[config.mk]
export PLATFORM = sky130hd
export DESIGN_NAME = level_interrupt_controller
export DESIGN_NICKNAME = d
export VERILOG_FILES = /design/src/level_irq_pkg.sv /design/src/level_interrupt_controller.sv
export VERILOG_INCLUDE_DIRS = /design/src
export SDC_FILE = /design/constraint.sdc
export NUM_CORES = 1
export LEC_CHECK = 0
export ABC_CLOCK_PERIOD_IN_PS = 4300
export BUFFER_PORTS_ARGS = -buffer_cell sky130_fd_sc_hd__buf_2
export CAP_MARGIN = 20
export CORE_ASPECT_RATIO = 0.7
export CORE_MARGIN = 3
export CORE_UTILIZATION = 30
export CTS_CLUSTER_SIZE = 8
export DETAILED_ROUTE_END_ITERATION = 10
export GPL_ROUTABILITY_DRIVEN = 0
export GPL_TIMING_DRIVEN = 0
export SLEW_MARGIN = 25
export SYNTH_ARGS = -nofsm -noshare
export SYNTH_HDL_FRONTEND = slang
export SYNTH_SLANG_ARGS = --single-unit
[constraint.sdc]
create_clock -name CLK_SYS_I -period 4.3 [get_ports CLK_SYS_I]
set_input_delay 0.215 -clock CLK_SYS_I [delete_from_list [all_inputs] [get_ports CLK_SYS_I]]
set_output_delay 0.215 -clock CLK_SYS_I [all_outputs]
set_load 0.01 [all_outputs]
[src/level_irq_defines.svh]
// level_irq_defines.svh: offsets, field positions, reset values and source maps
// assumes: included by its bare name; register offsets are byte addresses on AHB-Lite
//
// Notes on behaviour
// - eight level numbers 0 to 7 exist; only three carry sources here.
// - level numbers are names only; the priority register decides precedence.
// - a level may own zero to 128 vectors; in-level order is fixed.
// - five sources, each with its own vector address.
// - one vector may serve several sources; levels may mix vectors and sources.
// - contending levels are picked by the priority register ordering.
// - contending sources of one level: lowest vector address wins.
// - a grant blocks other interrupts and asks the core to push PC and flags.
// - handler address is the vector byte followed by the next byte, 16 bits.
// - all vectors live in the first 256 bytes of program memory.
// - execution starts at 0100H after reset.
// - enable/disable instructions set/clear mode bit 0; set means service by priority.
// - mask register bit per level; a masked level is not processed.
// - groups: A is levels 0-1, B levels 2-4, C levels 5-7.
// - level request register is read-only, one pending bit per level.
// - each source is also gated by its own enable bit.
// - a source pending bit is cleared at handler start by hardware or software.
// - the mode register also holds a fast interrupt enable.
// - priority bits 7, 4, 1 order groups A, B, C; 001B gives B>C>A.
// - mask bit n is level n; 0 masks, 1 enables.
// - reset clears the level request register.
`ifndef LEVEL_IRQ_DEFINES_SVH
`define LEVEL_IRQ_DEFINES_SVH

// ---------------------------------------------------------------
// register offsets
// ---------------------------------------------------------------
`define OFS_LEVEL_REQ 8'h00
`define OFS_LEVEL_MASK 8'h04
`define OFS_LEVEL_PRIO 8'h08
`define OFS_SYS_MODE 8'h0c
`define OFS_SRC_CTRL 8'h10
`define OFS_SERVICE 8'h14

// ---------------------------------------------------------------
// fields and reset values
// ---------------------------------------------------------------
`define MODE_GIE_BIT 0
`define MODE_FAST_EN_BIT 1
`define MODE_FAST_LVL_LSB 2
`define SRC_PEND_LSB 8
`define LEVEL_MASK_RST 8'h00
`define LEVEL_PRIO_RST 8'h00
`define SRC_EN_RST 5'h00
`define RESET_PC 16'h0100
`define MAX_VECTORS_PER_LEVEL 128

// ---------------------------------------------------------------
// source maps: level (3 bits) and vector byte address (8 bits) per source
// ---------------------------------------------------------------
`define SRC_CNT 5
`define LEVEL_CNT 8
`define SRC_LEVEL_MAP {3'h2, 3'h1, 3'h1, 3'h0, 3'h0}
`define SRC_VECTOR_MAP {8'h08, 8'h06, 8'h04, 8'h02, 8'h00}
`define SRC_HW_CLEAR 5'h00

`endif

[src/level_irq_pkg.sv]
// level_irq_pkg.sv: types shared by the interrupt level controller
// assumes: compiled before the controller module
package level_irq_pkg;

  // service sequence states
  typedef enum logic [2:0] {ST_IDLE, ST_PUSH, ST_RD_HI, ST_RD_LO, ST_LOAD, ST_SERVE} svc_state_t;

  // program memory read request
  typedef struct packed {
    logic rd;
    logic [15:0] addr;
  } vec_fetch_t;

  // handler hand-off to the core
  typedef struct packed {
    logic valid;
    logic [15:0] addr;
    logic [2:0] level;
    logic [2:0] source;
  } service_t;

  // enable/disable instruction strobes
  typedef struct packed {
    logic set;
    logic clr;
  } gie_cmd_t;

endpackage

[src/level_interrupt_controller.sv]
// level_interrupt_controller.sv: level interrupt controller with AHB-Lite registers
// assumes: source events, core strobes and program memory share CLK_SYS_I;
// program memory answers a read one cycle after the request.
`timescale 1ns/1ps
`include "level_irq_defines.svh"

module level_interrupt_controller
(
  // clock and reset
  input wire logic CLK_SYS_I,
  input wire logic RESET_I,
  // ahb-lite slave
  input wire logic HSEL_I,
  input wire logic [31:0] HADDR_I,
  input wire logic [1:0] HTRANS_I,
  input wire logic HWRITE_I,
  input wire logic [2:0] HSIZE_I,
  input wire logic [31:0] HWDATA_I,
  input wire logic HREADY_I,
  output logic [31:0] HRDATA_O,
  output logic HREADYOUT_O,
  output logic HRESP_O,
  // peripheral source events
  input wire logic [4:0] SRC_EVENT_I,
  // core side
  input wire level_irq_pkg::gie_cmd_t GIE_CMD_I,
  input wire logic CPU_ACK_I,
  input wire logic CPU_RET_I,
  output logic IRQ_O,
  output logic PUSH_STATE_O,
  output logic IN_SERVICE_O,
  output level_irq_pkg::service_t SERVICE_O,
  output logic [15:0] RESET_PC_O,
  output logic FAST_INT_EN_O,
  // program memory vector fetch
  output level_irq_pkg::vec_fetch_t VEC_FETCH_O,
  input wire logic [7:0] VEC_DATA_I
);
  import level_irq_pkg::*;

  // ---------------------------------------------------------------
  // source maps and priority ordering
  // ---------------------------------------------------------------
  localparam logic [14:0] LEVEL_MAP = `SRC_LEVEL_MAP;
  localparam logic [39:0] VECTOR_MAP = `SRC_VECTOR_MAP;
  localparam logic [4:0] HW_CLEAR = `SRC_HW_CLEAR;
  localparam int MAX_VEC = `MAX_VECTORS_PER_LEVEL; // in-level capacity; five used here

  // ranked list of levels, rank 0 in the low bits
  function automatic logic [23:0] level_order(input logic [7:0] prio);
    logic [5:0] grp_a;
    logic [5:0] sub_b;
    logic [5:0] sub_c;
    logic [8:0] grp_b;
    logic [8:0] grp_c;
    logic [23:0] order;
    grp_a = prio[0] ? {3'h0, 3'h1} : {3'h1, 3'h0}; // group a is levels 0,1
    sub_b = prio[3] ? {3'h3, 3'h4} : {3'h4, 3'h3};
    grp_b = prio[2] ? {3'h2, sub_b} : {sub_b, 3'h2}; // group b is levels 2-4
    sub_c = prio[6] ? {3'h6, 3'h7} : {3'h7, 3'h6};
    grp_c = prio[5] ? {3'h5, sub_c} : {sub_c, 3'h5}; // group c is levels 5-7
    case ({prio[7], prio[4], prio[1]}) // group order
      3'h1: order = {grp_a, grp_c, grp_b}; // b > c > a
      3'h2: order = {grp_c, grp_b, grp_a}; // a > b > c
      3'h3: order = {grp_c, grp_a, grp_b}; // b > a > c
      3'h4: order = {grp_b, grp_a, grp_c}; // c > a > b
      3'h5: order = {grp_a, grp_b, grp_c}; // c > b > a
      3'h6: order = {grp_b, grp_c, grp_a}; // a > c > b
      default: order = {grp_c, grp_b, grp_a}; // undefined codes fall back to a > b > c
    endcase
    return order;
  endfunction

  // ---------------------------------------------------------------
  // state
  // ---------------------------------------------------------------
  logic [7:0] level_mask_ff;
  logic [7:0] level_prio_ff;
  logic gie_ff;
  logic fast_en_ff;
  logic [2:0] fast_lvl_ff;
  logic [4:0] src_en_ff;
  logic [4:0] pending_ff;
  logic [7:0] level_req_ff;
  svc_state_t state_ff;
  logic [2:0] svc_level_ff;
  logic [2:0] svc_src_ff;
  logic [7:0] svc_vec_ff;
  logic [7:0] addr_hi_ff;
  logic [15:0] last_addr_ff;
  logic push_ff;
  vec_fetch_t fetch_ff;
  service_t service_ff;
  logic wr_pend_ff;
  logic [7:0] wr_addr_ff;
  logic [31:0] hrdata_ff;

  logic addr_phase;
  logic wr_data;
  logic [4:0] src_active;
  logic [7:0] level_live;
  logic [7:0] level_eligible;
  logic [23:0] order;
  logic win_found;
  logic [2:0] win_level;
  logic src_found;
  logic [2:0] win_src;
  logic [7:0] win_vec;
  logic grant;
  logic [31:0] rd_mux;

  // ---------------------------------------------------------------
  // ahb-lite slave
  // ---------------------------------------------------------------
  // address phase taken when selected, nonseq/seq and bus ready
  assign addr_phase = HSEL_I & HTRANS_I[1] & HREADY_I;
  assign wr_data = wr_pend_ff;
  assign HREADYOUT_O = 1'b1; // zero wait states
  assign HRESP_O = 1'b0; // always okay
  assign HRDATA_O = hrdata_ff;

  // latch write address for the data phase
  always_ff @(posedge CLK_SYS_I)
  begin
    if (RESET_I)
    begin
      wr_pend_ff <= 1'b0;
      wr_addr_ff <= 8'h00;
    end
    else
    begin
      wr_pend_ff <= addr_phase & HWRITE_I;
      if (addr_phase)
        wr_addr_ff <= HADDR_I[7:0];
    end
  end

  // read mux; unmapped offsets read zero
  always_comb
  begin
    rd_mux = 32'h0000_0000;
    case (HADDR_I[7:0])
      `OFS_LEVEL_REQ: rd_mux = {24'h00_0000, level_req_ff}; // read-only
      `OFS_LEVEL_MASK: rd_mux = {24'h00_0000, level_mask_ff};
      `OFS_LEVEL_PRIO: rd_mux = {24'h00_0000, level_prio_ff};
      `OFS_SYS_MODE: rd_mux = {27'h000_0000, fast_lvl_ff, fast_en_ff, gie_ff};
      `OFS_SRC_CTRL: rd_mux = {19'h0_0000, pending_ff, 3'h0, src_en_ff};
      `OFS_SERVICE: rd_mux = {last_addr_ff, 5'h00, svc_src_ff, 4'h0,
                              (state_ff != ST_IDLE), svc_level_ff};
      default: rd_mux = 32'h0000_0000;
    endcase
  end

  // read data loaded at the address phase edge
  always_ff @(posedge CLK_SYS_I)
  begin
    if (RESET_I)
      hrdata_ff <= 32'h0000_0000;
    else if (addr_phase & ~HWRITE_I)
      hrdata_ff <= rd_mux;
  end

  // ---------------------------------------------------------------
  // control registers
  // ---------------------------------------------------------------
  // level mask and priority; software quiesces interrupts first
  always_ff @(posedge CLK_SYS_I)
  begin
    if (RESET_I)
    begin
      level_mask_ff <= `LEVEL_MASK_RST;
      level_prio_ff <= `LEVEL_PRIO_RST;
    end
    else if (wr_data)
    begin
      if (wr_addr_ff == `OFS_LEVEL_MASK)
        level_mask_ff <= HWDATA_I[7:0]; // bit n enables level n
      if (wr_addr_ff == `OFS_LEVEL_PRIO)
        level_prio_ff <= HWDATA_I[7:0]; // ordering only
    end
  end

  // system mode: global enable from instructions or direct write
  always_ff @(posedge CLK_SYS_I)
  begin
    if (RESET_I)
      gie_ff <= 1'b0; // cleared; startup code must enable
    else if (GIE_CMD_I.set)
      gie_ff <= 1'b1; // enable instruction
    else if (GIE_CMD_I.clr)
      gie_ff <= 1'b0; // disable instruction
    else if (wr_data && wr_addr_ff == `OFS_SYS_MODE)
      gie_ff <= HWDATA_I[`MODE_GIE_BIT];
  end

  // fast interrupt enable and level select
  always_ff @(posedge CLK_SYS_I)
  begin
    if (RESET_I)
    begin
      fast_en_ff <= 1'b0;
      fast_lvl_ff <= 3'h0;
    end
    else if (wr_data && wr_addr_ff == `OFS_SYS_MODE)
    begin
      fast_en_ff <= HWDATA_I[`MODE_FAST_EN_BIT];
      fast_lvl_ff <= HWDATA_I[`MODE_FAST_LVL_LSB +: 3];
    end
  end

  // per-source enables
  always_ff @(posedge CLK_SYS_I)
  begin
    if (RESET_I)
      src_en_ff <= `SRC_EN_RST;
    else if (wr_data && wr_addr_ff == `OFS_SRC_CTRL)
      src_en_ff <= HWDATA_I[4:0];
  end

  // ---------------------------------------------------------------
  // source pending bits
  // ---------------------------------------------------------------
  // writing 0 clears, 1 has no effect; a new event wins over any clear
  for (genvar s = 0; s < `SRC_CNT; s++)
  begin : g_src
    logic sw_clr;
    logic hw_clr;
    assign sw_clr = wr_data && (wr_addr_ff == `OFS_SRC_CTRL) && !HWDATA_I[`SRC_PEND_LSB + s];
    assign hw_clr = HW_CLEAR[s] && grant && (win_src == 3'(s));
    always_ff @(posedge CLK_SYS_I)
    begin
      if (RESET_I)
        pending_ff[s] <= 1'b0;
      else if (SRC_EVENT_I[s])
        pending_ff[s] <= 1'b1; // one source, one vector
      else if (sw_clr | hw_clr)
        pending_ff[s] <= 1'b0;
    end
  end

  // ---------------------------------------------------------------
  // level requests and selection
  // ---------------------------------------------------------------
  assign src_active = pending_ff & src_en_ff; // source enable gate

  // fold sources onto their levels; several may share one level
  always_comb
  begin
    level_live = 8'h00;
    for (int s = 0; s < `SRC_CNT; s++)
      if (src_active[s])
        level_live[LEVEL_MAP[3*s +: 3]] = 1'b1;
  end

  // level request register, polled even while globally disabled
  always_ff @(posedge CLK_SYS_I)
  begin
    if (RESET_I)
      level_req_ff <= 8'h00;
    else
      level_req_ff <= level_live;
  end

  assign level_eligible = level_req_ff & level_mask_ff; // masked levels dropped
  assign order = level_order(level_prio_ff);

  // highest ranked eligible level
  always_comb
  begin
    win_found = 1'b0;
    win_level = 3'h0;
    for (int r = `LEVEL_CNT - 1; r >= 0; r--)
      if (level_eligible[order[3*r +: 3]])
      begin
        win_found = 1'b1;
        win_level = order[3*r +: 3];
      end
  end

  // lowest vector address among active sources of the winning level
  always_comb
  begin
    src_found = 1'b0;
    win_src = 3'h0;
    win_vec = 8'h00;
    for (int s = 0; s < `SRC_CNT; s++)
      if (src_active[s] && LEVEL_MAP[3*s +: 3] == win_level &&
          (!src_found || VECTOR_MAP[8*s +: 8] < win_vec))
      begin
        src_found = 1'b1;
        win_src = 3'(s);
        win_vec = VECTOR_MAP[8*s +: 8]; // fixed in-level order
      end
  end

  // request only when enabled, idle and an unmasked level is pending
  assign IRQ_O = gie_ff & win_found & src_found & (state_ff == ST_IDLE);
  assign grant = IRQ_O & CPU_ACK_I;

  // ---------------------------------------------------------------
  // service sequence
  // ---------------------------------------------------------------
  // grant, push, two byte fetches, hand-off, wait for return
  always_ff @(posedge CLK_SYS_I)
  begin
    if (RESET_I)
      state_ff <= ST_IDLE;
    else
      case (state_ff)
        ST_IDLE: if (grant) state_ff <= ST_PUSH; // others blocked from here
        ST_PUSH: state_ff <= ST_RD_HI;
        ST_RD_HI: state_ff <= ST_RD_LO;
        ST_RD_LO: state_ff <= ST_LOAD;
        ST_LOAD: state_ff <= ST_SERVE;
        ST_SERVE: if (CPU_RET_I) state_ff <= ST_IDLE;
        default: state_ff <= ST_IDLE;
      endcase
  end

  // granted level, source and vector
  always_ff @(posedge CLK_SYS_I)
  begin
    if (RESET_I)
    begin
      svc_level_ff <= 3'h0;
      svc_src_ff <= 3'h0;
      svc_vec_ff <= 8'h00;
    end
    else if (grant)
    begin
      svc_level_ff <= win_level;
      svc_src_ff <= win_src;
      svc_vec_ff <= win_vec;
    end
  end

  // push strobe for pc and flags, one cycle in the push state
  always_ff @(posedge CLK_SYS_I)
  begin
    if (RESET_I)
      push_ff <= 1'b0;
    else
      push_ff <= grant;
  end

  // program memory reads inside the low 256 bytes
  always_ff @(posedge CLK_SYS_I)
  begin
    if (RESET_I)
      fetch_ff <= '0;
    else if (state_ff == ST_PUSH)
      fetch_ff <= '{rd: 1'b1, addr: {8'h00, svc_vec_ff}};
    else if (state_ff == ST_RD_HI)
      fetch_ff <= '{rd: 1'b1, addr: {8'h00, 8'(svc_vec_ff + 8'h01)}};
    else
      fetch_ff <= '0;
  end

  // assemble handler address: first byte high, next byte low
  always_ff @(posedge CLK_SYS_I)
  begin
    if (RESET_I)
    begin
      addr_hi_ff <= 8'h00;
      last_addr_ff <= 16'h0000;
    end
    else if (state_ff == ST_RD_LO)
      addr_hi_ff <= VEC_DATA_I;
    else if (state_ff == ST_LOAD)
      last_addr_ff <= {addr_hi_ff, VEC_DATA_I};
  end

  // one-cycle hand-off of the handler address
  always_ff @(posedge CLK_SYS_I)
  begin
    if (RESET_I)
      service_ff <= '0;
    else if (state_ff == ST_LOAD)
      service_ff <= '{valid: 1'b1, addr: {addr_hi_ff, VEC_DATA_I},
                      level: svc_level_ff, source: svc_src_ff};
    else
      service_ff.valid <= 1'b0;
  end

  // ---------------------------------------------------------------
  // outputs
  // ---------------------------------------------------------------
  assign PUSH_STATE_O = push_ff;
  assign IN_SERVICE_O = (state_ff != ST_IDLE);
  assign SERVICE_O = service_ff;
  assign VEC_FETCH_O = fetch_ff;
  assign RESET_PC_O = `RESET_PC; // start above the vector area
  assign FAST_INT_EN_O = fast_en_ff;

endmodule

# == After elaboration in Yosys (flattened, before gate mapping) ==
# Index checks and enable logic that the tools add are counted.
# classes
n_addsub,1
multipliers,0
div,0
n_lt_le_gt_ge,11
n_eq_ne,23
shifts,0
muxes,76
n_bitwise,12
reduce_logical,43
# op_table
operator,count
$pmux W32 S6,1
$pmux W24 S5,1
$mux W1,41
$mux W3,13
$mux W17,2
$eq A8 B4 Y1 const B,4
$lt A3 B4 Y1 const B,8
$mux W8,4
$bmux W1 S3,8
$eq A8 B5 Y1 const B,3
$pmux W3 S6,1
$eq A8 B3 Y1 const B,2
$logic_and A1 B1 Y1,16
$lt A3 B8 Y1 const A,2
$eq A3 B3 Y1 const B,5
$reduce_bool A2 Y1,5
$eq A3 B2 Y1 const B,3
$logic_not A1 Y1,9
$mux W9,1
$add A8 B1 Y8 const B,1
$and A1 B1 Y1,8
$and A8 B8 Y8,1
$logic_not A8 Y1,1
$lt A4 B8 Y1 const A,1
other kinds (14),25
# word_totals
ff_bits,162
latchBits,0
mem_bits_rw,0
rom_bits,0
output_inout_bits,94
elab_cells,196
memories,0

# == Longest topological paths before layout ==
# Gate-level depths: netlist of the first run.
# depth
depth_word,36
ltp_mapped,13
mapped_depth_nobuf,11

# == Least setup slack after synthesis of the first run ==
# OpenSTA, ideal clock, no wires.
# synth_timing
path_kind,reg-to-output
start,reg level_prio_ff[2]
end,out IRQ_O
t_arrival_ns,3.132
required_time_ns,4.085
slack_ns,0.953
stages_incl_launch_ff,13
path_buffers,1
path_cell_list,dfxtp_1 > inv_1 > ha_1 > nand2_1 > a221oi_4 > mux2i_1 > o32ai_2 > a221o_1 > a211o_1 > and2_4 > buf_6 > o31a_2 > nor3_1
# synth_via
elab_chain_len,32
word_cells_on_any_way,67
cone_classes,order compare: 3; eq/ne: 2; mux: 42; bitwise: 3; reduce/logical: 17
# synth_lines
element,line,source
start: declaration,level_interrupt_controller.sv:78,logic [7:0] level_prio_ff;
start signal: assignment,level_interrupt_controller.sv:172,level_prio_ff <= `LEVEL_PRIO_RST;
start signal: assignment,level_interrupt_controller.sv:179,level_prio_ff <= HWDATA_I[7:0];
$mux W9 *,level_interrupt_controller.sv:59,"grp_b = prio[2] ? {3'h2, sub_b} : {sub_b, 3'h2};"
$pmux W24 S5 *,level_interrupt_controller.sv:62,"case ({prio[7], prio[4], prio[1]})"
$bmux W1 S3,level_interrupt_controller.sv:273,if (level_eligible[order[3*r +: 3]])
$mux W1 (implied by the code),level_interrupt_controller.sv:273,
$mux W3 (8 in series),level_interrupt_controller.sv:273,
$logic_not A3 Y1,level_interrupt_controller.sv:287,if (src_active[s] && LEVEL_MAP[3*s +: 3] == win_level &&
$logic_and A1 B1 Y1,level_interrupt_controller.sv:287,
$mux W1,level_interrupt_controller.sv:287,
(+8 left out),n/a,
$logic_or A1 B1 Y1,level_interrupt_controller.sv:288,(!src_found || VECTOR_MAP[8*s +: 8] < win_vec))
$logic_and A1 B1 Y1,level_interrupt_controller.sv:287,
$mux W8 / $mux W1 (equally long branches),level_interrupt_controller.sv:287,
$lt A4 B8 Y1 / $logic_not A1 Y1 (equally long branches),level_interrupt_controller.sv:288,
$logic_or A1 B1 Y1,level_interrupt_controller.sv:288,
$logic_and A1 B1 Y1,level_interrupt_controller.sv:287,
$mux W1,level_interrupt_controller.sv:287,
$and A1 B1 Y1 * (2 in series),level_interrupt_controller.sv:297,assign IRQ_O = gie_ff & win_found & src_found & (state_ff == ST_IDLE);
end: declaration,level_interrupt_controller.sv:29,"output logic IRQ_O,"
# Every way passes the cells marked *; elsewhere a longest branch is shown, timed or not. The select of a mux whose other input is x is not followed.

# == Worst setup path in the final report of the first run ==
# layout_timing
start,reg level_prio_ff[3]
end,out IRQ_O
# layout_via
elab_chain_len,33
word_cells_on_any_way,68
cone_classes,order compare: 3; eq/ne: 2; mux: 43; bitwise: 3; reduce/logical: 17
# layout_lines
element,line,source
$mux W6 *,level_interrupt_controller.sv:58,"sub_b = prio[3] ? {3'h3, 3'h4} : {3'h4, 3'h3};"
$mux W9 *,level_interrupt_controller.sv:59,
$pmux W24 S5 *,level_interrupt_controller.sv:62,
$bmux W1 S3,level_interrupt_controller.sv:273,
$mux W1 (implied by the code),level_interrupt_controller.sv:273,
$mux W3 (8 in series),level_interrupt_controller.sv:273,
$logic_not A3 Y1,level_interrupt_controller.sv:287,
$logic_and A1 B1 Y1,level_interrupt_controller.sv:287,
(+9 left out),n/a,
$logic_or A1 B1 Y1,level_interrupt_controller.sv:288,
$logic_and A1 B1 Y1,level_interrupt_controller.sv:287,
$mux W8 / $mux W1 (equally long branches),level_interrupt_controller.sv:287,
$lt A4 B8 Y1 / $logic_not A1 Y1 (equally long branches),level_interrupt_controller.sv:288,
$logic_or A1 B1 Y1,level_interrupt_controller.sv:288,
$logic_and A1 B1 Y1,level_interrupt_controller.sv:287,
$mux W1,level_interrupt_controller.sv:287,
$and A1 B1 Y1 * (2 in series),level_interrupt_controller.sv:297,
# Marks and branches as above.

==> out/summary.txt, run 1 <==
startpoint types - register
max_slew headroom - 0.3113
# port buffers - 104
Clock transition at path regs - 0.05 ns
Worst Max-Slew Pin Slew - 1.029 ns
Worst EP arrival - 3.88 ns
maximum root-to-sink buffer count - 2
Crit path max-delay family - compound AO/OA/AOI/OAI gates
dominant synthesized flop cell - dfxtp_1
crit share post-route - 0.9522
global-route wire length before repair - 30080 um
CTS tree - built
FILL cells - 2059
Synth Register Bits - 118
power density cells - 348.9 nW/um^2
commonest non-fill, non-tap cell in the layout - dfxtp_1
Vias - 5811
wire length on met3 - 1657 um
drt pass-1 iters - 5
sequential area share after synthesis - 0.3832
Synth Area per Inst - 8.433 sq um
Routed wire per std cell - 16.74 um
met2 wire length - 7605 um
crit path max fanout - 8
fmax - 0.2442 GHz
Initial Utilization - 0.3088
synth-to-layout area growth - 26.91%
number of setup violations in the final report - 0
GRT Util Overall - 0.1722
FF+latch area - 2364 sq um
Nets - 984
Core Footprint - 19960 sq um
Max-cap violations - 0
share of the synthesized area in the top cell type - 0.3832
dpl ws - 0.4972 ns
Required @ worst endpoint - 4.09 ns
CP max stage delay - 0.42 ns
largest net degree at the start of global routing - 17
Die Wd - 177.3 um
# DRC - 0
drt first-iter violations - 618
Slowest cell on crit path - dfxtp_1
worst-path cell chain - inv_1 -> ha_4 -> nand2_1 -> a221oi_4 -> mux2i_2 -> o32ai_2 -> a221o_1 -> a211o_1 -> and2_4 -> buf_6 -> o31a_2 -> nor3_2 -> buf_2
multi-input logic area - 3420 sq um
final WL - 19590 um
crit path kind - register to primary output
top post-synthesis cells by area - dfxtp_1, mux2i_1, nand2_1
Pins Over Slew Limit - 0
Leak - 3.284 nW
Hold Path Class - input pin to register
clk root buf - clkbuf_16
Overflow after GRT - 0
DR top layer - met4
H-tree levels - 4
DRT met1 WL - 10220 um
yosys warns - 0
share of cells above drive strength 1 - 0.2414
I/O pins - 185
Post-synth EDFFs - 0
setup TNS - 0 ns
Max IR drop VDD - 260.0 uV
area leader, netlist - dfxtp_1
height of the die - 125.9 um
initial antenna violation count - 1
Post-Syn Area - 6165 sq um
Synth cell types - 76
Worst Clk Skew - 0.008859 ns
async set or reset register ratio after synthesis - 0
status - finished, final reports clean
vias in the first global route - 5187
post-DP HPWL - 15180 um
crit end category - primary output
commonest non-fill, non-tap cells in the layout - dfxtp_1, buf_2, nand2_1
Num CTS Buffers - 17
Final min period - 4.095 ns
cell row count - 43
die area - 22330 sq um
Routed Antenna Nets - 0
Buf/Inv on CP - 3
hold buffer count at CTS - 0
Worst Slack Setup Final - 0.2055 ns
DR vias/cell - 4.967
Synth Instances - 731
total power - 2.730 mW
Clock Latency Late Sink - 0.41 ns
clk sink count - 118
Final Hold Violating Endpoints - 0
RSZ-0062 raised after global routing - no
## cell type report
cell class / instances / area share
inverters: 15 / 0.007197
diodes: 1 / 0.0003198
repair buffers: 105 / 0.06749
flip-flops and latches: 118 / 0.3021
plain buffers: 80 / 0.06301
clock inverters: 13 / 0.02303
well taps: 270 / 0.04318
multi-input cells: 549 / 0.4371
clock buffers: 19 / 0.05661
## worst register-to-register path, delay by kind of cell, from the launching register on
kind                     cells  cell delay, ns
AO/OA/AOI/OAI                4            1.14
adder cells (fa/ha/maj)      1            0.33
buffers and inverters        2            0.25
flip-flops                   1            0.42
multiplexers                 1            0.30
AND/OR/NAND/NOR              4            1.01
## layer usage
metal / global-route usage / up-vias
met2: 0.2293 / 211
met4: 0.03461 / 0
met3: 0.04551 / 10
met1: 0.2734 / 2759
met5: 0 / -
li1: - / 2831
## state kept, by name, indices dropped and copies added, names as in the netlist
| signal | count |
|---|---|
| PUSH_STATE_O | 1 |
| fast_lvl_ff | 3 |
| level_prio_ff | 8 |
| addr_hi_ff | 8 |
| state_ff | 3 |
| svc_level_ff | 3 |
| wr_data | 1 |
| wr_addr_ff | 8 |
| gie_ff | 1 |
| FAST_INT_EN_O | 1 |
| src_en_ff | 5 |
| HRDATA_O | 29 |
| level_mask_ff | 8 |
| level_req_ff | 3 |
| svc_vec_ff | 3 |
| VEC_FETCH_O | 5 |
| SERVICE_O | 7 |
| pending_ff | 5 |
| last_addr_ff | 16 |
## synth_stat cells, types with 6 or more instances
cell / n
ha_1: 7
nor3_1: 9
mux2i_1: 51
buf_4: 38
and2_1: 7
nor2_1: 90
nand3_1: 8
nand3b_1: 7
buf_6: 6
clkbuf_1: 29
a211oi_1: 7
nand2_1: 91
nor2b_1: 13
o21ai_0: 18
a22oi_1: 32
inv_1: 15
dfxtp_1: 118
o22ai_1: 7
nand2b_1: 12
a21oi_1: 57
## kinds of logic (layout without fill, tap and decap cells)
kind of cell / after synthesis / after routing / synth area share
muxes: 58 / 58 / 0.1015
xor gates and xnor gates: 1 / 1 / 0.001421
adders and majority gates: 7 / 7 / 0.01421
DFF: 118 / 118 / 0.3832
AOI/OAI and AO/OA: 171 / 171 / 0.1882
other: 2 / 34 / 0.001218
buffers and inverters: 95 / 232 / 0.08869
and+or+nand+nor: 279 / 279 / 0.2216
## stage by stage
step | hold WS (ns) | cell area, sq um | util | instances
floorplan | 0.3036 | 6281 | - | 762
detailed placement | 0.4443 | 7141 | 0.3577 | 1136
finish | 0.02850 | 7824 | 0.3920 | 1170
global placement | 0.4388 | 7139 | 0.3577 | 1136
CTS | 0.03015 | 7764 | 0.3890 | 1168
global route | 0.05297 | 7824 | 0.3920 | 1170
## power by group
part | switching [mW] | total (mW) | internal, mW
sequential | 0.00634 | 1.11 | 1.10
clock | 0.511 | 1.49 | 0.981
combinational | 0.0809 | 0.131 | 0.0498
total | 0.598 | 2.73 | 2.13
## final timing paths
kind,from,to,slack (ns),cells after the start
max,level_prio_ff[3],IRQ_O,0.21,13
min,GIE_CMD_I[1],gie_ff,0.03,3
min reg2reg,addr_hi_ff[3],last_addr_ff[11],0.45,2
max reg2reg,level_prio_ff[3],svc_vec_ff[2],0.75,12
## repair_timing
item                                    in CTS  in global routing
buffers inserted                             0                  1
gates resized for setup                      0                 11
endpoints found under the setup margin       0                  1
(Power assumes the default switching activity.)
==> inputs of run 2 (changes only) <==
CELL_PAD_IN_SITES_DETAIL_PLACEMENT = 2   (was default)
CELL_PAD_IN_SITES_GLOBAL_PLACEMENT = 2   (was default)
PLACE_DENSITY_LB_ADDON = 0.1   (was default)
==> run 2 against run 1 <==
  * Clock power shrank 12%
  * Final cell count did not move
  * Setup slack better by 0.024 ns
  * First-iteration DRC count down 33%
  * Clock skew about the same
  * Maximum frequency grew 0.60%
  * Critical path type unchanged
  * Largest cell class unchanged
==> out/summary.txt, run 2 (synthesis results as in run 1) <==
# DRC - 0
R2R Setup Slk - 0.75 ns
Pins Over Slew Limit - 0
CTS tree - built
startpoint types - register
number of diodes - 0
Required @ worst endpoint - 4.09 ns
max reg flops - 29
Hold Path Origin - GIE_CMD_I[1]
worst flop-to-flop path startpoint - level_prio_ff[7]
GRT Util Overall - 0.2209
Die Wd - 177.3 um
Core Footprint - 19960 sq um
Routed Antenna Nets - 0
Max IR drop VDD - 265.8 uV
Clock transition at path regs - 0.06 ns
global-route wire length before repair - 38170 um
crit path max fanout - 10
Leak - 3.242 nW
post-DP HPWL - 19090 um
fmax - 0.2457 GHz
# port buffers - 104
commonest non-fill, non-tap cells in the layout - dfxtp_1, buf_2, nand2_1
synth-to-layout area growth - 26.16%
Routed wire per std cell - 20.92 um
crit path kind - register to primary output
Num CTS Buffers - 17
Worst Clk Skew - 0.008745 ns
commonest non-fill, non-tap cell in the layout - dfxtp_1
status - finished, final reports clean
H-tree levels - 4
Worst Hold End - gie_ff
clk root buf - clkbuf_16
Worst Max-Slew Pin Slew - 0.9374 ns
cell row count - 43
power density cells - 328.5 nW/um^2
RSZ-0062 raised after global routing - no
Vias - 6050
reg2reg end - svc_vec_ff[2]
share of cells above drive strength 1 - 0.2444
setup TNS - 0 ns
max_slew headroom - 0.3727
Final min period - 4.070 ns
worst hold stages - 3
Overflow after GRT - 0
Hold Path Class - input pin to register
final WL - 24480 um
initial antenna violation count - 0
crit share post-route - 0.9465
Max-cap violations - 0
hold buffer count at CTS - 0
number of setup violations in the final report - 0
vias in the first global route - 6577
crit end category - primary output
die area - 22330 sq um
Final Hold Violating Endpoints - 0
clk sink count - 118
DR vias/cell - 5.171
I/O pins - 185
largest net degree at the start of global routing - 17
Initial Utilization - 0.3088
Hold Slack - 0.02147 ns
maximum root-to-sink buffer count - 2
Worst EP arrival - 3.86 ns
height of the die - 125.9 um
Nets - 985
Clock Latency Late Sink - 0.42 ns
drt first-iter violations - 412
R2R depth - 11
drt pass-1 iters - 5
[run 2: layer usage]
| layer | up-vias | share of wire | wire, um | global-route usage |
|---|---|---|---|---|
| li1 | 2832 | - | - | - |
| met1 | 3040 | 0.51 | 12460 | 0.3217 |
| met2 | 163 | 0.43 | 10640 | 0.3409 |
| met3 | 15 | 0.048 | 1179 | 0.04280 |
| met4 | 0 | 0.0080 | 197 | 0.04430 |
| met5 | - | 0 | 0 | 0 |
[run 2: worst max-delay path, stage by stage, from the launching register on]
cell and delay [ns]:
dfxtp_1 0.44, buf_4 0.24, buf_4 0.22, buf_4 0.23, o211ai_1 0.25, and2_1 0.26, o31ai_1 0.23, a211oi_1 0.13
or4b_4 0.52, and3_4 0.20, o31a_2 0.33, nor3_2 0.20, buf_2 0.16
[run 2: through the flow]
step | instances | setup WS [ns] | utilization | total power [mW] | cell area, sq um
after global routing | 1170 | 0.03776 | 0.3896 | 2.639 | 7777
after detailed placement | 1136 | 0.3963 | 0.3577 | 1.260 | 7139
after global placement | 1136 | 0.4793 | 0.3577 | 1.256 | 7139
after floorplan | 762 | 0.9534 | - | 1.205 | 6281
final | 1170 | 0.2298 | 0.3896 | 2.555 | 7777
after CTS | 1169 | 0.004751 | 0.3854 | 2.573 | 7694
[run 2: cell type report]
cell class	count	area, sq um
repair buffers	106	535.5
flip-flops and latches	118	2365
well taps	270	337.8
plain buffers	80	496.7
clock inverters	13	101.3
multi-input cells	549	3442
inverters	15	56.30
clock buffers	19	442.9
fillers	2264	12180
[run 2: power breakdown]
part	switching, mW	leakage (nW)	total (mW)	internal, mW
Sequential	0.00695	0.954	1.11	1.10
Clock	0.559	0.256	1.31	0.755
Combinational	0.0833	2.03	0.133	0.0499
Total	0.650	3.24	2.56	1.91
[run 2: what timing repair did]
action                                  in CTS  in global routing
endpoints found under the setup margin       1                  1
setup buffers                                1                  1
pin swaps                                    0                  2
gates resized for setup                      1                 16
[run 2: worst max path at each step]
stage | end | slack, ns | from
5_1_grt | IRQ_O | 0.04 | level_prio_ff[5]
3_5_place_dp | IRQ_O | 0.40 | level_prio_ff[3]
3_3_place_gp | IRQ_O | 0.48 | level_prio_ff[2]
2_1_floorplan | IRQ_O | 0.95 | level_prio_ff[2]
6_report | IRQ_O | 0.23 | level_prio_ff[7]
4_1_cts | IRQ_O | 0.005 | level_prio_ff[3]
==> inputs of run 3 (changes only) <==
REMOVE_ABC_BUFFERS = 1   (was default)
==> run 3 against run 2 <==
  * Utilization down 1.7 points
  * Global-route usage is 2.1 points lower
  * Clock skew rose by 0.0027 ns
  * Combinational power decreased by 24%
  * Setup slack got worse by 0.0044 ns
  * Maximum frequency down 0.11%
  * Sequential power barely moved
  * Non-clock buffer count is 76 lower
  * First-iteration DRC count shrank 11%
  * Hold slack improved by 0.0061 ns
  * Final cell count is 6.5% lower
  * Critical path type unchanged
==> out/summary.txt, run 3 (synthesis results as in run 1) <==
clk sink count - 118
Final min period - 4.075 ns
Worst Max-Slew Pin Slew - 1.065 ns
Net Sw Frac - 0.2290
Initial Utilization - 0.3088
number of diodes - 0
drt pass-1 iters - 5
status - finished, final reports clean
post-DP HPWL - 15940 um
I/O pins - 185
R2R Setup Slk - 0.73 ns
total power - 2.775 mW
Clk pwr share - 0.565
die area - 22330 sq um
cell row count - 43
startpoint types - register
crit end category - primary output
internal power - 2.139 mW
Final Hold Violating Endpoints - 0
Routed Antenna Nets - 0
commonest non-fill, non-tap cell in the layout - dfxtp_1
commonest non-fill, non-tap cells in the layout - dfxtp_1, buf_2, nand2_1
height of the die - 125.9 um
Routed wire per std cell - 20.32 um
hold buffer count at CTS - 0
number of setup violations in the final report - 0
Clock transition at path regs - 0.06 ns
Num CTS Buffers - 17
CTS tree - built
Hold Path Class - input pin to register
final WL - 22230 um
switching pwr - 635.4 uW
Pins Over Slew Limit - 0
max reg flops - 29
Die Wd - 177.3 um
Clock Latency Late Sink - 0.42 ns
Max IR drop VDD - 253.3 uV
GRT Util Overall - 0.2000
Worst EP arrival - 3.86 ns
initial antenna violation count - 0
setup TNS - 0 ns
crit path max fanout - 10
# port buffers - 104
H-tree levels - 4
crit share post-route - 0.9476
DP Cell Count - 1060
Core Footprint - 19960 sq um
share of cells above drive strength 1 - 0.2233
# DRC - 0
Gate power share - 0.036
Required @ worst endpoint - 4.09 ns
Final Non-Filler Cells - 1094
Worst Clk Skew - 0.01145 ns
drt first-iter violations - 366
Max-cap violations - 0
fmax - 0.2454 GHz
Leak - 3.036 nW
power density cells - 372.9 nW/um^2
crit path kind - register to primary output
max_slew headroom - 0.2883
Nets - 909
sequential share of power - 0.399
maximum root-to-sink buffer count - 2
global-route wire length before repair - 34960 um
synth-to-layout area growth - 20.68%
clk root buf - clkbuf_16
DR vias/cell - 5.213
Overflow after GRT - 0
Vias - 5703
vias in the first global route - 6157
largest net degree at the start of global routing - 90
RSZ-0062 raised after global routing - no
[run 3: cell count changes in the layout (fill, tap and decap cells not counted), sizes merged]
cell	previous run	this run
buf	157	110
bufinv	0	4
clkbuf	48	19
clkinv	7	3
clkinvlp	4	3
inv	17	18
[run 3: path summary, 6_finish.rpt]
check | startpoint | to | depth (start not counted)
setup reg to reg | level_prio_ff[5] | svc_vec_ff[2] | 11
hold / removal | GIE_CMD_I[1] | gie_ff | 3
setup / recovery | level_prio_ff[5] | IRQ_O | 12
hold reg to reg | SERVICE_O[4] | SERVICE_O[4] | 2
[run 3: what timing repair did]
action                     in CTS  in global routing
cloned                          0                  0
gates resized for setup         5                  8
setup buffers                   0                  1
pin swaps                       0                  3
setup endpoints to repair       1                  1
[run 3: power by group through the flow]
stage	registers, mW	clock network (mW)	logic, mW
after global placement	1.13	0	0.0909
after floorplan	1.13	0	0.0362
final	1.11	1.57	0.101
after CTS	1.11	1.60	0.101
after detailed placement	1.13	0	0.0998
after global routing	1.11	1.66	0.113
[run 3: final cells by class]
| cell class | instances | area (sq um) |
|---|---|---|
| clock inverters | 13 | 195.2 |
| multi-input cells | 549 | 3420 |
| well taps | 270 | 337.8 |
| flip-flops and latches | 118 | 2375 |
| fillers | 2275 | 12520 |
| clock buffers | 19 | 452.9 |
| inverters | 15 | 56.30 |
| repair buffers | 110 | 603.1 |
[run 3: worst max-delay path, stage by stage, from the launching register on]
cell      delay [ns]
dfxtp_2         0.47
inv_1           0.10
ha_1            0.36
mux2i_1         0.22
a211oi_2        0.13
a2111o_1        0.41
o32ai_2         0.21
a211oi_1        0.10
or4b_4          0.54
and3_4          0.20
o31a_2          0.34
nor3_1          0.19
buf_2           0.16
[run 3: stage by stage]
stage / utilization / hold slack [ns] / instance area, sq um / setup slack [ns]
after global placement: 0.3331 / 0.4364 / 6649 / -0.1024
after CTS: 0.3704 / 0.009942 / 7393 / 0.04235
final: 0.3727 / 0.02756 / 7440 / 0.2254
after detailed placement: 0.3372 / 0.4474 / 6731 / 0.2045
after global routing: 0.3727 / 0.02806 / 7440 / 0.02888
after floorplan: - / 0.2841 / 5791 / 0.7173
[run 3: layer usage]
metal	vias up	global-route usage	routed length, um
met5	-	0	0
met3	17	0.03496	913
met4	0	0.04384	174
met2	121	0.3190	10200
met1	2896	0.2835	10940
li1	2669	-	-
